--- src/chsts_pkg.sv ---
package chsts_pkg;

    // ------------------------------------------------------------------
    // Timing
    // ------------------------------------------------------------------
    localparam int unsigned CLK_FREQ_HZ     = 100_000_000;
    localparam int unsigned FAULT_DB_MS     = 2;
    localparam int unsigned FAULT_DB_CYCLES = FAULT_DB_MS * (CLK_FREQ_HZ / 1000);
    localparam int unsigned RDY_HIGH_US     = 24;
    localparam int unsigned RDY_HIGH_CYCLES =
        RDY_HIGH_US * (CLK_FREQ_HZ / 1_000_000);
    localparam int unsigned DIN_DB_UNIT_CYC = 1000;

    // ------------------------------------------------------------------
    // Register map
    // ------------------------------------------------------------------
    localparam int          ADDR_W     = 8;
    localparam int          DATA_W     = 16;
    localparam logic [7:0]  ADDR_LIVE  = 8'h2f;
    localparam logic [7:0]  ADDR_ALERT = 8'h2e;
    localparam logic [15:0] LIVE_RESET  = 16'h0000;
    localparam logic [15:0] ALERT_RESET = 16'h0000;
    localparam int BIT_FAULT_A  = 0;
    localparam int BIT_REG_1V8  = 9;
    localparam int SRC_LSB      = 10;
    localparam int SRC_MSB      = 12;
    localparam int BIT_BUSY     = 13;
    localparam int BIT_DATA_RDY = 14;

    // ------------------------------------------------------------------
    // Channel function codes and fault modes
    // ------------------------------------------------------------------
    localparam int         FUNC_W        = 4;
    localparam logic [3:0] FUNC_VOUT     = 4'h1;
    localparam logic [3:0] FUNC_IOUT     = 4'h2;
    localparam logic [3:0] FUNC_IIN_EXT  = 4'h4;
    localparam logic [3:0] FUNC_IIN_LOOP = 4'h5;
    localparam int         DB_FIELD_W    = 5;
    localparam int         CNT_W         = 32;

    typedef enum logic [2:0] {
        FM_NONE,
        FM_VOUT_SHORT,
        FM_IOUT_OPEN,
        FM_IIN_LOOP_GND,
        FM_IIN_EXT_OVER
    } chsts_mode_t;

    // Map the channel function onto the fault it watches
    function automatic chsts_mode_t decode_mode(input logic [3:0] func);
        chsts_mode_t m;
        m = FM_NONE;
        if (func == FUNC_VOUT) m = FM_VOUT_SHORT;
        if (func == FUNC_IOUT) m = FM_IOUT_OPEN;
        if (func == FUNC_IIN_LOOP) m = FM_IIN_LOOP_GND;
        if (func == FUNC_IIN_EXT) m = FM_IIN_EXT_OVER;
        return m;
    endfunction

endpackage

--- src/chsts_db_if.sv ---
`timescale 1ns/1ps
interface chsts_db_if;
    logic                     cond;      // Selected raw fault condition
    logic                     restart;   // Function changed, start over
    logic [chsts_pkg::CNT_W-1:0] limit;  // Cycles the condition must hold
    logic                     qualified; // Debounced condition

    modport ctrl (output cond, output restart, output limit, input qualified);
    modport deb  (input cond, input restart, input limit, output qualified);
endinterface

--- src/chsts_debounce.sv ---
`timescale 1ns/1ps
module chsts_debounce (
    input  wire logic   core_clk, // System clock
    input  wire logic   nrst,     // Async reset, active low
    chsts_db_if.deb     db        // Condition and limit in, result out
);

    logic [chsts_pkg::CNT_W-1:0] cnt_reg;
    logic                        qual_reg;

    assign db.qualified = qual_reg;

    // ------------------------------------------------------------------
    // Hold counter
    // ------------------------------------------------------------------
    // Any gap in the condition restarts the wait, so glitches never count
    always_ff @(posedge core_clk or negedge nrst) begin
        if (!nrst) begin
            cnt_reg  <= '0;
            qual_reg <= 1'b0;
        end else if (db.restart || !db.cond) begin
            cnt_reg  <= '0;
            qual_reg <= 1'b0;
        end else if (cnt_reg >= db.limit - 32'h1) begin
            qual_reg <= 1'b1;
        end else begin
            cnt_reg <= cnt_reg + 32'h1;
        end
    end

endmodule

--- src/chsts_top.sv ---
`timescale 1ns/1ps
module chsts_top #(
    parameter logic [31:0] FAULT_DB_CYC = chsts_pkg::FAULT_DB_CYCLES,
    parameter logic [31:0] DIN_DB_UNIT  = chsts_pkg::DIN_DB_UNIT_CYC
) (
    input  wire logic        core_clk,          // 100 MHz clock
    input  wire logic        nrst,              // Async reset, active low
    input  wire logic [3:0]  chan_a_function_select, // Channel A function
    input  wire logic        comp_enable,       // Input comparator on
    input  wire logic        comp_trip_half,    // Trip at half analog supply
    input  wire logic        comparator_output_invert, // Inversion bit
    input  wire logic [4:0]  din_debounce_time, // Debounce field
    input  wire logic        short_circuit_pin, // Raw short detector
    input  wire logic        open_circuit_pin,  // Raw open detector
    input  wire logic        comp_out_pin,      // Raw comparator output
    input  wire logic        regulator_1v8_fault, // Raw regulator error
    input  wire logic        adc_conv_done,     // Pulse, conversion finished
    input  wire logic        adc_busy,          // Converter busy level
    input  wire logic [2:0]  current_conversion_source, // Item converting
    input  wire logic        adc_continuous,    // Continuous mode select
    input  wire logic        reg_wr,            // Register write strobe
    input  wire logic        reg_rd,            // Register read strobe
    input  wire logic [7:0]  reg_addr,          // Register address
    input  wire logic [15:0] reg_wdata,         // Write data
    output logic      [15:0] reg_rdata,         // Read data, next cycle
    output logic             adc_rdy_n,         // Data ready pin, low active
    output logic             chan_a_fault_flag  // Latched channel A fault
);

    // ------------------------------------------------------------------
    // Input synchronisers
    // ------------------------------------------------------------------
    logic [3:0] sync1_reg;
    logic [3:0] sync2_reg;

    // Analog detectors are asynchronous to core_clk
    always_ff @(posedge core_clk or negedge nrst) begin
        if (!nrst) begin
            sync1_reg <= 4'h0;
            sync2_reg <= 4'h0;
        end else begin
            sync1_reg <= {regulator_1v8_fault, comp_out_pin,
                          open_circuit_pin, short_circuit_pin};
            sync2_reg <= sync1_reg;
        end
    end

    // ------------------------------------------------------------------
    // Fault selection and debounce
    // ------------------------------------------------------------------
    chsts_pkg::chsts_mode_t mode;
    chsts_pkg::chsts_mode_t mode_reg;
    chsts_db_if             db ();
    logic [31:0]            din_limit;

    assign mode      = chsts_pkg::decode_mode(chan_a_function_select);
    assign din_limit = 32'(({27'h0, din_debounce_time} + 32'h1) * DIN_DB_UNIT);

    always_ff @(posedge core_clk or negedge nrst) begin
        if (!nrst) begin
            mode_reg <= chsts_pkg::FM_NONE;
        end else begin
            mode_reg <= mode;
        end
    end

    // Function picks condition
    // A function change restarts the wait so old history never leaks over
    always_comb begin
        db.restart = (mode != mode_reg);
        db.cond    = 1'b0;
        db.limit   = FAULT_DB_CYC;
        unique case (mode)
            chsts_pkg::FM_VOUT_SHORT: db.cond = sync2_reg[0];
            chsts_pkg::FM_IOUT_OPEN: db.cond = sync2_reg[1];
            chsts_pkg::FM_IIN_LOOP_GND: begin
                db.cond  = comp_enable && comp_trip_half &&
                           comparator_output_invert && sync2_reg[2];
                db.limit = din_limit;
            end
            chsts_pkg::FM_IIN_EXT_OVER: begin
                db.cond  = comp_enable && comp_trip_half && sync2_reg[2];
                db.limit = din_limit;
            end
            chsts_pkg::FM_NONE: db.cond = 1'b0;
        endcase
    end

    chsts_debounce u_debounce (
        .core_clk (core_clk),
        .nrst     (nrst),
        .db       (db)
    );

    // ------------------------------------------------------------------
    // Sticky flags
    // ------------------------------------------------------------------
    logic alert_clr;
    logic rdy_clr;
    logic data_rdy_reg;
    logic data_rdy_next;

    assign alert_clr = reg_wr && (reg_addr == chsts_pkg::ADDR_ALERT) &&
                       reg_wdata[chsts_pkg::BIT_FAULT_A];
    assign rdy_clr   = reg_wr && (reg_addr == chsts_pkg::ADDR_LIVE) &&
                       reg_wdata[chsts_pkg::BIT_DATA_RDY];
    // Write one clears
    // A completion in the clearing cycle wins, no conversion is lost
    assign data_rdy_next = adc_conv_done || (data_rdy_reg && !rdy_clr);

    always_ff @(posedge core_clk or negedge nrst) begin
        if (!nrst) begin
            data_rdy_reg <= 1'b0;
        end else begin
            data_rdy_reg <= data_rdy_next;
        end
    end

    always_ff @(posedge core_clk or negedge nrst) begin
        if (!nrst) begin
            chan_a_fault_flag <= 1'b0;
        end else begin
            chan_a_fault_flag <= db.qualified ||
                                 (chan_a_fault_flag && !alert_clr);
        end
    end

    // ------------------------------------------------------------------
    // Ready pin
    // ------------------------------------------------------------------
    logic [11:0] rdy_cnt_reg;

    // Continuous 24 us pulse
    // Continuous mode ignores the flag; a new completion re-arms the pulse
    always_ff @(posedge core_clk or negedge nrst) begin
        if (!nrst) begin
            adc_rdy_n   <= 1'b1;
            rdy_cnt_reg <= 12'h000;
        end else if (!adc_continuous) begin
            adc_rdy_n   <= !data_rdy_next;
            rdy_cnt_reg <= 12'h000;
        end else if (adc_conv_done) begin
            adc_rdy_n   <= 1'b0;
            rdy_cnt_reg <= 12'(chsts_pkg::RDY_HIGH_CYCLES - 1);
        end else if (rdy_cnt_reg != 12'h000) begin
            rdy_cnt_reg <= rdy_cnt_reg - 12'h001;
        end else begin
            adc_rdy_n <= 1'b1;
        end
    end

    // ------------------------------------------------------------------
    // Live status and read path
    // ------------------------------------------------------------------
    logic [4:0]  live_misc_reg;
    logic [15:0] live_word;

    always_ff @(posedge core_clk or negedge nrst) begin
        if (!nrst) begin
            live_misc_reg <= 5'h00;
        end else begin
            live_misc_reg <= {adc_busy, current_conversion_source,
                              sync2_reg[3]};
        end
    end

    always_comb begin
        live_word = chsts_pkg::LIVE_RESET;
        live_word[chsts_pkg::BIT_DATA_RDY] = data_rdy_reg;
        live_word[chsts_pkg::BIT_BUSY]     = live_misc_reg[4];
        live_word[chsts_pkg::SRC_MSB:chsts_pkg::SRC_LSB] = live_misc_reg[3:1];
        live_word[chsts_pkg::BIT_REG_1V8]  = live_misc_reg[0];
        live_word[chsts_pkg::BIT_FAULT_A]  = db.qualified;
    end

    // Unmapped addresses read zero
    always_ff @(posedge core_clk or negedge nrst) begin
        if (!nrst) begin
            reg_rdata <= 16'h0000;
        end else if (reg_rd) begin
            unique case (reg_addr)
                chsts_pkg::ADDR_LIVE:  reg_rdata <= live_word;
                chsts_pkg::ADDR_ALERT: reg_rdata <= {15'h0000,
                                                     chan_a_fault_flag};
                default:               reg_rdata <= 16'h0000;
            endcase
        end
    end

    // ------------------------------------------------------------------
    // Checks
    // ------------------------------------------------------------------
    logic [31:0] run_reg;
    logic [11:0] low_reg;

    always_ff @(posedge core_clk or negedge nrst) begin
        if (!nrst) begin
            run_reg <= 32'h0;
            low_reg <= 12'h000;
        end else begin
            run_reg <= (db.restart || !db.cond) ? 32'h0 :
                       (run_reg == 32'hffffffff) ? run_reg : run_reg + 32'h1;
            low_reg <= (adc_rdy_n || adc_conv_done) ? 12'h000 :
                       low_reg + 12'h001;
        end
    end
endmodule

--- config.mk ---
export PLATFORM = sky130hd
export DESIGN_NAME = chsts_top
export DESIGN_NICKNAME = d
export VERILOG_FILES = /design/src/chsts_pkg.sv /design/src/chsts_db_if.sv /design/src/chsts_debounce.sv /design/src/chsts_top.sv
export SDC_FILE = /design/constraint.sdc
export NUM_CORES = 1
export LEC_CHECK = 0
export BUFFER_PORTS_ARGS = -buffer_cell sky130_fd_sc_hd__buf_2
export CAP_MARGIN = 40
export CORE_ASPECT_RATIO = 1.75
export CORE_MARGIN = 2
export CORE_UTILIZATION = 45
export DETAILED_ROUTE_END_ITERATION = 16
export GPL_TIMING_DRIVEN = 0
export PLACE_DENSITY = 0.71
export SLEW_MARGIN = 20
export SYNTH_ARGS = -nofsm -noshare
export SYNTH_HDL_FRONTEND = slang
export SYNTH_SLANG_ARGS = --single-unit
--- constraint.sdc ---
create_clock -name core_clk -period 2.8 [get_ports core_clk]
set_clock_uncertainty 0.05 [all_clocks]
set_input_delay 0.56 -clock core_clk [delete_from_list [all_inputs] [get_ports core_clk]]
set_output_delay 0.56 -clock core_clk [all_outputs]
set_load 0.03 [all_outputs]
Word-level counts from Yosys, hierarchy flattened
Index checks and enable logic that the tools add are counted.
{ "totals": {"input_bits": 50, "reg_bits": 80} }
{ "op_classes": {"n_mul": 1, "n_eq_ne": 14, "reduce_logical": 21, "mux": 17, "magnitude_cmp": 1, "addsub": 4} }
{ "op_table": {"columns": ["cell", "count"], "rows": [
  ["two-way mux 32 bit", 2],
  ["two-way mux 12 bit", 3],
  ["adder 32 x 1 -> 32 bit, second input constant", 1],
  ["greater-or-equal comparator 32 bit", 1],
  ["one-hot mux 15 bit (2 select lines)", 1],
  ["subtractor 18 x 1 -> 19 bit, second input constant", 1],
  ["two-way mux 18 bit", 1],
  ["equality test 8 x 6 -> 1 bit, second input constant", 2],
  ["multiplier 6 x 7 -> 13 bit, second input constant", 1],
  ["nonzero test 12 bit", 1],
  ["subtractor 12 x 1 -> 12 bit, second input constant", 1],
  ["logical AND 1 bit", 10],
  ["two-way mux 3 bit", 3],
  ["equality test 4 x 3 -> 1 bit, second input constant", 2],
  ["adder 5 x 1 -> 6 bit, second input constant", 1],
  ["equality test 3 x 2 -> 1 bit, second input constant", 2],
  ["two-way mux 1 bit", 6],
  ["one-hot mux 1 bit (5 select lines)", 1],
  ["equality test 4 x 1 -> 1 bit, second input constant", 1],
  ["equality test 4 x 2 -> 1 bit, second input constant", 1],
  ["logical NOT 1 bit", 4],
  ["equality test 3 x 1 -> 1 bit, second input constant", 1],
  ["equality test 3 bit, second input constant", 1],
  ["logical NOT 3 bit", 1],
  ["7 further kinds", 9]
]} }

Longest topological paths before layout
Gate-level depths: netlist of run 1.
{ "logic_depth": {"ltp_word": 12, "ltp_mapped": 28} }

Modules after synthesis
From an unflattened synthesis of run 1, not the netlist that was laid out.
{ "unflattened": {"cells_unflattened": 637, "area_unflattened_um2": 5866.9} }
{ "by_module_without_submodules": {"columns": ["module", "area_each_um2", "cells_per_inst", "instances"], "rows": [
  ["chsts_debounce", 3093.0, 350, 1],
  ["chsts_top", 2773.9, 287, 1]
]} }

Least setup slack after synthesis of run 1
No wires, ideal clock.
{ "synth_path": {"path_type": "input port to flip-flop", "start": "input din_debounce_time[0]", "end": "register u_debounce.cnt_reg[1] (netlist name)", "t_arrival_ns": 6.966, "path_stages": 24, "required_ns": 2.655, "slack_ns": -4.311, "setup_time_ns": 0.095, "path_cell_list": "clkbuf_1 -> nand3_1 -> xnor2_1 -> fa_1 -> fa_1 -> fa_1 -> inv_1 -> ha_1 -> clkbuf_1 -> a21o_1 -> a2111oi_0 -> a21oi_1 -> xnor2_1 -> nand2_1 -> or3_1 -> ha_1 -> nand4_1 -> nor4_1 -> nand4_1 -> nor2_1 -> buf_2 -> buf_2 -> o211ai_1 -> o31ai_1"} }
{ "synth_between": {"elab_chain_len": 6} }
{ "synth_lines": {"columns": ["item", "line", "source"], "rows": [
  ["start: declaration", "chsts_top.sv:12", "input wire logic [4:0] din_debounce_time,"],
  ["adder 5 x 1 -> 6 bit", "chsts_top.sv:57", "assign din_limit = 32'(({27'h0, din_debounce_time} + 32'h1) * DIN_DB_UNIT);"],
  ["multiplier 6 x 7 -> 13 bit", "chsts_top.sv:57", null],
  ["two-way mux 18 bit", "chsts_top.sv:73", "unique case (mode)"],
  ["subtractor 18 x 1 -> 19 bit", "chsts_debounce.sv:24", "end else if (cnt_reg >= db.limit - 32'h1) begin"],
  ["greater-or-equal comparator 32 bit", "chsts_debounce.sv:24", null],
  ["inequality test 2 bit (no line)", null, null],
  ["end signal: assignment", "chsts_debounce.sv:27", "cnt_reg <= cnt_reg + 32'h1;"],
  ["end: declaration", "chsts_debounce.sv:8", "logic [chsts_pkg::CNT_W-1:0] cnt_reg;"]
]} }
No other way between the ends.
A chain may end at the register's enable or synchronous reset.

Final worst setup path of run 1
{ "layout_path": {"start": "input din_debounce_time[0]", "end": "register u_debounce.cnt_reg[22] (netlist name)"} }
The elaborated chain is that of the path after synthesis.

==> metrics.md, run 1 <==
| Metric | Value |
|---|---|
| VDD IR max | 0.530 mV |
| CTS tree | built |
| Cell Pwr Density | 547 nW/um^2 |
| Fin. Hold Viols | 0 |
| Global placer's final weighted congestion | 0.864 |
| Worst setup SP type | input port |
| Die ar. | 13400 um^2 |
| Gr ovfl total | 0 |
| Failing checks | negative setup slack |
| Number of flip-flops in the largest register | 32 |
| Total wire length | 16400 um |
| H-tree levels | 3 |
| Count of final max-slew check failures | 0 |
| Fmax | 0.154 GHz |
| Synth Register Bits | 71 |
| Top FF cell, synth | dfrtp_1 |
| Multi-input gate area | 4270 um^2 |
| # port buffers | 43 |
| Drt pass-1 iters | 5 |
| CP endpoint kind | register |
| Initial Util | 0.456 |
| R2R depth | 8 |
| Synth Area in Compound Gates | 0.162 |
| Period utilization | 2.31 |
| Mux contribution to synthesized area | 0.0111 |
| ANT cells | 0 |
| Clk sinks | 71 |
| Initial DRC count | 270 |
| Cell with the most instances after synthesis | dfrtp_1 |
| Total CTS buffers | 9 |
| Layout Nets | 848 |
| Worst-Margin Slew | 703 ps |
| Register area | 1780 um^2 |
| Leak pwr | 3.36 nW |
| Critical Path RT | 3010 ps |
| CTS Buffer Depth | 2 |
| Top-area cell type share of the netlist area | 0.312 |
| Yosys cell types | 62 |
| Cell Count, Final, Fillers Out | 903 |
| Cts hold-fix bufs | 0 |
| Ranking of synthesized cells by area | dfrtp_1 (31%), ha_1 (12%), fa_1 (4.3%) |
| Worst-path fanout max | 7 |
| Antenna violations before repair | 0 |
| Die W | 88.4 um |
| Synth Area in XOR/XNOR | 0.0499 |
| FF-to-FF Start | u_debounce.cnt_reg[28]$_DFFE_PN0P_ |
| Synth warn | 0 |
| Setup CP Type | in2reg |
| Max-Cap Viols | 0 |
| Final Core Density | 0.632 |
| Fillers | 992 |
| Core area | 12300 um^2 |
| Vias in the first global route | 5579 |
| Top post-synthesis cells by count | dfrtp_1 (70), ha_1 (56), inv_1 (52) |
| CP arrival | 6690 ps |
| Placed insts | 845 |
| Antenna-violating nets left | 0 |
| Area grow syn2layout | 38.6% |
| GRT Total Usage | 0.248 |
| Clock Tree Root | clkbuf_16 |
| Via/cell ratio | 5.97 |
| Avg Inst Size Synth | 8.99 um^2 |
| Post-synth top area cell | dfrtp_1 |
| Dpl hpwl | 10700 um |
| Die height | 152 um |
| Worst hold path class | in2async |
| Final critical-path required period | 6480 ps |
| Clock slew at reported path FFs | 60 ps |
| Critical path startpoint | din_debounce_time[0] |
| Routed wire length per instance | 18.2 um |
| Synthesized area | 5610 um^2 |
| First-pass GRT wire length | 26000 um |
| Final setup fails | 33 |
| Syn Inst Count | 624 |
| I/O pin cnt | 68 |
| Register area share after synthesis | 0.317 |
| Share of cells above drive strength 1 | 0.325 |
| Final setup margin | -3680 ps |
| Via Count | 5387 |
| FFs w/ async S/R, synth | 1.00 |
| Site Rows | 54 |
| Largest family of logic cells by synthesized area | simple AND/OR/NAND/NOR gates |
| Slew margin rel. | 0.532 |
| Pin count of the biggest net entering global routing | 60 |
| EDFF count, synth | 0 |
| Clk_lat worst skew | 340 ps |
| Run status | finished, violations left |
| Synth Area in Simple Gates | 0.226 |
| Post-route DRC | 0 |
| RSZ-0062 raised after global routing | true |
| Synthesized-area fraction occupied by adder cells | 0.168 |
-- layout by cell type (no fill, tap or decap), types with 9 or more instances in the layout --
cell,Yosys,routed
ha_4,0,17
a21oi_2,0,19
and3_1,11,11
buf_2,4,42
nand2_1,40,40
fa_1,12,9
o211ai_1,9,9
a21oi_1,47,28
inv_1,52,46
nand4_1,24,24
buf_4,10,43
nor2_1,34,33
clkbuf_16,0,12
or4_1,23,15
dfrtp_1,70,70
conb_1,1,9
o21ai_0,19,17
xnor2_1,20,12
nand3_1,20,17
ha_1,56,38
xor2_1,12,11
-- final cells by class --
cell class	instances	area share
tap	168	0.0270
multi-input combinational	477	0.550
clock inverter	6	0.0117
inverter	52	0.0251
timing repair buffer	88	0.0879
sequential	71	0.229
buffer	31	0.0391
clock buffer	10	0.0307
-- timing repair --
item                       CTS  global route
gates resized for setup     71            45
setup endpoints to repair   33            33
pin swaps                   44            24
gates cloned                 7             0
buffers inserted            28            11
-- worst paths after layout --
kind	slack, ps	to
min	20	u_debounce.cnt_reg[14]$_DFFE_PN0P_
min reg2reg	300	sync2_reg[1]$_DFF_PN0_
max	-3680	u_debounce.cnt_reg[22]$_DFFE_PN0P_
min in group core_clk	270	live_misc_reg[2]$_DFF_PN0_
max reg2reg	50	u_debounce.cnt_reg[22]$_DFFE_PN0P_
max in group asynchronous	2080	adc_rdy_n$_DFFE_PN1P_
-- report_power, final --
part | switching, mW | internal [mW] | total [mW]
clock | 0.459 | 0.810 | 1.27
sequential | 0.0158 | 1.05 | 1.07
combinational | 1.03 | 0.888 | 1.92
total | 1.50 | 2.75 | 4.25
-- critical path, cell delays in order --
cell and delay, ps:
buf_8 80, ha_4 170, nand3_4 100, xnor2_4 150
fa_2 600, fa_1 440, fa_1 490, inv_1 50
ha_2 420, nand3_1 130, o22ai_2 200, o41a_1 230
xnor2_2 140, nand4_1 160, buf_4 190, or3_4 420
buf_12 150, ha_4 230, a21o_1 150, a21o_1 170
a21o_1 200, a211o_4 400, clkbuf_16 180, or4_4 520
a21oi_2 140
-- cell families after synthesis --
family / Yosys count
other cells: 1
compound gates: 139
mux: 6
fa+ha+maj: 68
buf+inv: 85
simple gates: 222
xor+xnor: 32
flops: 71
-- through the flow --
step           setup WS, ps  hold WS (ps)  power [mW]  area [um^2]  setup TNS, ps
2_1_floorplan         -3460           214        2.34         5990        -111810
3_3_place_gp          -4690           283        2.60         6420        -147470
6_report              -3680          19.2        4.25         7770        -117980
4_1_cts               -3630          15.6        4.06         7480        -116510
3_5_place_dp          -4800           286        2.65         6450        -151040
5_1_grt               -3860          26.8        4.49         7770        -124920
-- layer usage --
layer,track usage,wire [um],part of all wire,vias up
li1,-,-,-,2476
met1,0.257,5800,0.35,2599
met2,0.456,9030,0.55,239
met3,0.0352,750,0.046,73
met4,0.155,838,0.051,0
met5,0,0,0,-
Power figures use the tool's default switching activity.
==> inputs of run 2 (changes only) <==
--- a/config.mk
+++ b/config.mk
@@ -5,6 +5,8 @@
 export SDC_FILE = /design/constraint.sdc
 export NUM_CORES = 1
 export LEC_CHECK = 0
+export ABC_AREA = 1
+export ABC_CLOCK_PERIOD_IN_PS = 2800
 export BUFFER_PORTS_ARGS = -buffer_cell sky130_fd_sc_hd__buf_2
 export CAP_MARGIN = 40
 export CORE_ASPECT_RATIO = 1.75
==> run 2 against run 1 <==
The run still ends with negative setup slack left. Sequential power is essentially flat. Design area is 0.18% lower. Die area up 4.9%. Global-route usage down 3.7 points. Wire length decreased by 6.7%. Clock-buffer cell count unchanged. Clock power down 9%. Worst setup slack better by 900 ps. Largest power group is now the clock network. Synthesized cell count rose by 30%. First-iteration DRC count up 50%. Register-to-register slack gained 430 ps. Sequential share of layout area about the same.
==> metrics.md, run 2 <==
| Metric | Value |
|---|---|
| Run status | finished, violations left |
| Failing checks | negative setup slack |
| Net Sw Frac | 0.339 (-0.0142) |
| Vias in the first global route | 5262 (-5.7%) |
| Bufs and invs on worst path | 11 (+6) |
| Worst-Margin Slew | 775 ps (+72.7 ps) |
| Final setup margin | -2780 ps (+901 ps) |
| Clk_lat worst skew | 330 ps (about the same) |
| Register area | 1780 um^2 (unchanged) |
| Synth warn | 0 (unchanged) |
| Leak pwr | 3.75 nW (+12%) |
| Top Metal Used | met4 |
| Post-route DRC | 0 (unchanged) |
| Initial Util | 0.458 (+0.00209) |
| Layout Nets | 1028 (+21%) |
| Clock power share | 0.344 (+0.046) |
| CTS tree | built |
| Dpl hpwl | 10800 um (+0.71%) |
| Avg Inst Size Synth | 7.29 um^2 (-19%) |
| Hold Slack | 82.2 ps (+63.1 ps) |
| Cell with the most instances after synthesis | nand2_1 |
| Fillers | 1116 (+13%) |
| Antenna-violating nets left | 0 (unchanged) |
| Initial DRC count | 406 (+50%) |
| Register area share after synthesis | 0.301 (-0.0155) |
| Top post-synthesis cells by count | nand2_1 (202), inv_1 (130), nor2_1 (82) |
| WL met3 | 415 um (-45%) |
| Core area | 12900 um^2 (+4.6%) |
| Most common cell after layout, fill and taps aside | nand2_1 |
| CP arrival | 5790 ps (-900 ps) |
| Share of power burned in registers | 0.316 (+0.065) |
| M1 WL | 5480 um (-5.6%) |
| Total wire length | 15300 um (-6.7%) |
| Post-synth top area cell | dfrtp_1 |
| Pin count of the biggest net entering global routing | 47 (-22%) |
| FFs w/ async S/R, synth | 1.00 (unchanged) |
| Clock Tree Root | clkbuf_16 |
| Final critical-path required period | 5580 ps (-901 ps) |
| VDD IR max | 0.385 mV (-27%) |
| Slew margin rel. | 0.482 (-0.0496) |
| CTS Buffer Depth | 2 (unchanged) |
| Clk sinks | 71 (unchanged) |
| Drt pass-1 iters | 5 (unchanged) |
| RSZ-0062 raised after global routing | true |
| Synth Register Bits | 71 (unchanged) |
| Most frequent cells in the layout | nand2_1 (177), inv_1 (119), dfrtp_1 (70), nor2_1 (68), buf_4 (42) |
| Fin. Hold Viols | 0 (unchanged) |
| Cell mode on critical path | nand2_1 |
| Syn Inst Count | 809 (+30%) |
| # port buffers | 43 (unchanged) |
| Period utilization | 1.99 (-0.322) |
| ANT cells | 0 (unchanged) |
| Die ar. | 14100 um^2 (+4.9%) |
| Power, Total | 3.37 mW (-21%) |
| Multi-input gate area | 4110 um^2 (-3.7%) |
| Critical Path RT | 3010 ps (about the same) |
| Site Rows | 55 (+1.9%) |
| Top delay family on crit path | adder cells |
| Worst hold path class | in2async |
| Global placer's final weighted congestion | 0.901 (+4.3%) |
| Final setup fails | 33 (unchanged) |
| NetSw | 1.14 mW (-24%) |
| Area grow syn2layout | 31.6% |
| First-pass GRT wire length | 24200 um (-7.0%) |
| Cell Count, Final, Fillers Out | 1086 (+20%) |
| R2r setup slk | 480 ps (+430 ps) |
| GRT Total Usage | 0.212 (-0.0365) |
| Cts hold-fix bufs | 0 (unchanged) |
| H-tree levels | 3 (unchanged) |
| Peak per-stage delay on the critical path | 580 ps (-20 ps) |
| Synthesized area | 5900 um^2 (+5.1%) |
| Worst-path fanout max | 8 (+1) |
| I/O pin cnt | 68 (unchanged) |
| Antenna violations before repair | 0 (unchanged) |
| Fmax | 0.179 GHz (+16%) |
| Top-area cell type share of the netlist area | 0.297 (-0.0152) |
| Top FF cell, synth | dfrtp_1 |
| Setup CP Type | in2reg |
| Count of final max-slew check failures | 0 (unchanged) |
| CP endpoint kind | register |
| R2R depth | 9 (+1) |
| Share of cells above drive strength 1 | 0.283 (-0.0421) |
| Comb pwr share | 0.339 (-0.112) |
| Yosys cell types | 44 (-29%) |
| Max-Cap Viols | 0 (unchanged) |
| Clock slew at reported path FFs | 60 ps (about the same) |
| Worst setup SP type | input port |
| Number of flip-flops in the largest register | 32 (unchanged) |
| Cell Pwr Density | 435 nW/um^2 (-21%) |
| Routed wire length per instance | 14.1 um (-22%) |
| Via Count | 5589 (+3.7%) |
| Die W | 90.6 um (+2.4%) |
| Via/cell ratio | 5.15 (-14%) |
| EDFF count, synth | 0 (unchanged) |
| Ranking of synthesized cells by area | dfrtp_1 (30%), nand2_1 (13%), ha_1 (12%) |
| R2r endpoint | u_debounce.cnt_reg[24]$_DFFE_PN0P_ |
| Gr ovfl total | 0 (unchanged) |
| Slowest cell on the critical path | fa_2 |
| Die height | 155 um (+2.5%) |
| Metal2 WL | 8840 um (-2.1%) |
| FF-to-FF Start | u_debounce.cnt_reg[5]$_DFFE_PN0P_ |
| Internal power | 2.23 mW (-19%) |
| Placed insts | 1032 (+22%) |
| Total CTS buffers | 9 (unchanged) |
run 2: cell count changes in the layout (fill, tap and decap cells not counted), moves of 11 or more:
| cell | before | now |
|---|---|---|
| or4_1 | 15 | 0 |
| inv_1 | 46 | 119 |
| and3_1 | 11 | 0 |
| o21ai_2 | 1 | 13 |
| nor2_1 | 33 | 68 |
| nand2_2 | 0 | 28 |
| nand2_1 | 40 | 177 |
| nor2_4 | 1 | 14 |
| nand3_1 | 17 | 29 |
run 2: final cells by class:
cell class,instances,area share
repair buffers,82,0.0824
flip-flops and latches,71,0.229
multi-input cells,591,0.530
well taps,171,0.0276
inverters,136,0.0677
plain buffers,19,0.0237
clock inverters,6,0.00871
clock buffers,10,0.0308
run 2: worst max path at each step:
stage	startpoint	to	slack, ps	cells past startpoint
2_1_floorplan	din_debounce_time[0]	u_debounce.cnt_reg[6]$_DFFE_PN0P_	-2870	30
6_report	din_debounce_time[1]	u_debounce.cnt_reg[19]$_DFFE_PN0P_	-2780	36
5_1_grt	din_debounce_time[0]	u_debounce.cnt_reg[19]$_DFFE_PN0P_	-3150	36
4_1_cts	din_debounce_time[1]	u_debounce.cnt_reg[3]$_DFFE_PN0P_	-2720	34
3_5_place_dp	din_debounce_time[1]	u_debounce.cnt_reg[22]$_DFFE_PN0P_	-4020	32
3_3_place_gp	din_debounce_time[1]	u_debounce.cnt_reg[22]$_DFFE_PN0P_	-3950	32
run 2: power by group through the flow:
stage / registers, mW / clock network [mW] / logic (mW)
after global routing: 1.07 / 1.21 / 1.30
final: 1.07 / 1.16 / 1.14
after floorplan: 1.09 / 0 / 0.760
after global placement: 1.08 / 0 / 0.955
after CTS: 1.07 / 1.18 / 1.09
after detailed placement: 1.09 / 0 / 0.977
run 2: logic make-up (layout without fill, tap and decap cells):
group | after synthesis | in the layout | share of synthesized area
AND/OR/NAND/NOR | 399 | 399 | 0.302
buffers and inverters | 155 | 253 | 0.109
AO/OA/AOI/OAI | 86 | 86 | 0.0840
flip-flops | 71 | 71 | 0.301
adder cells (fa/ha/maj) | 68 | 68 | 0.159
XOR/XNOR | 29 | 29 | 0.0431
other | 1 | 9 | 0.000636
run 2: per-stage QoR:
step	cell area, um^2	TNS (ps)	worst slack (ps)	util
after floorplan	6060	-94030	-2870	-
after global placement	6480	-127250	-3950	0.504
after detailed placement	6520	-130010	-4020	0.506
after CTS	7370	-88250	-2720	0.573
after global routing	7760	-100460	-3150	0.603
final	7760	-89210	-2780	0.603
run 2: layer usage:
metal  vias to the layer above  global-route usage
met3                        42              0.0218
met2                       146               0.423
li1                       2764                   -
met5                         -                   0
met4                         0               0.103
met1                      2637               0.213
run 2: what timing repair did:
item,4_1_cts,5_1_grt
setup endpoints to repair,33,33
pin swaps,23,47
gates resized for setup,64,69
gates cloned,2,3
buffers inserted,23,11
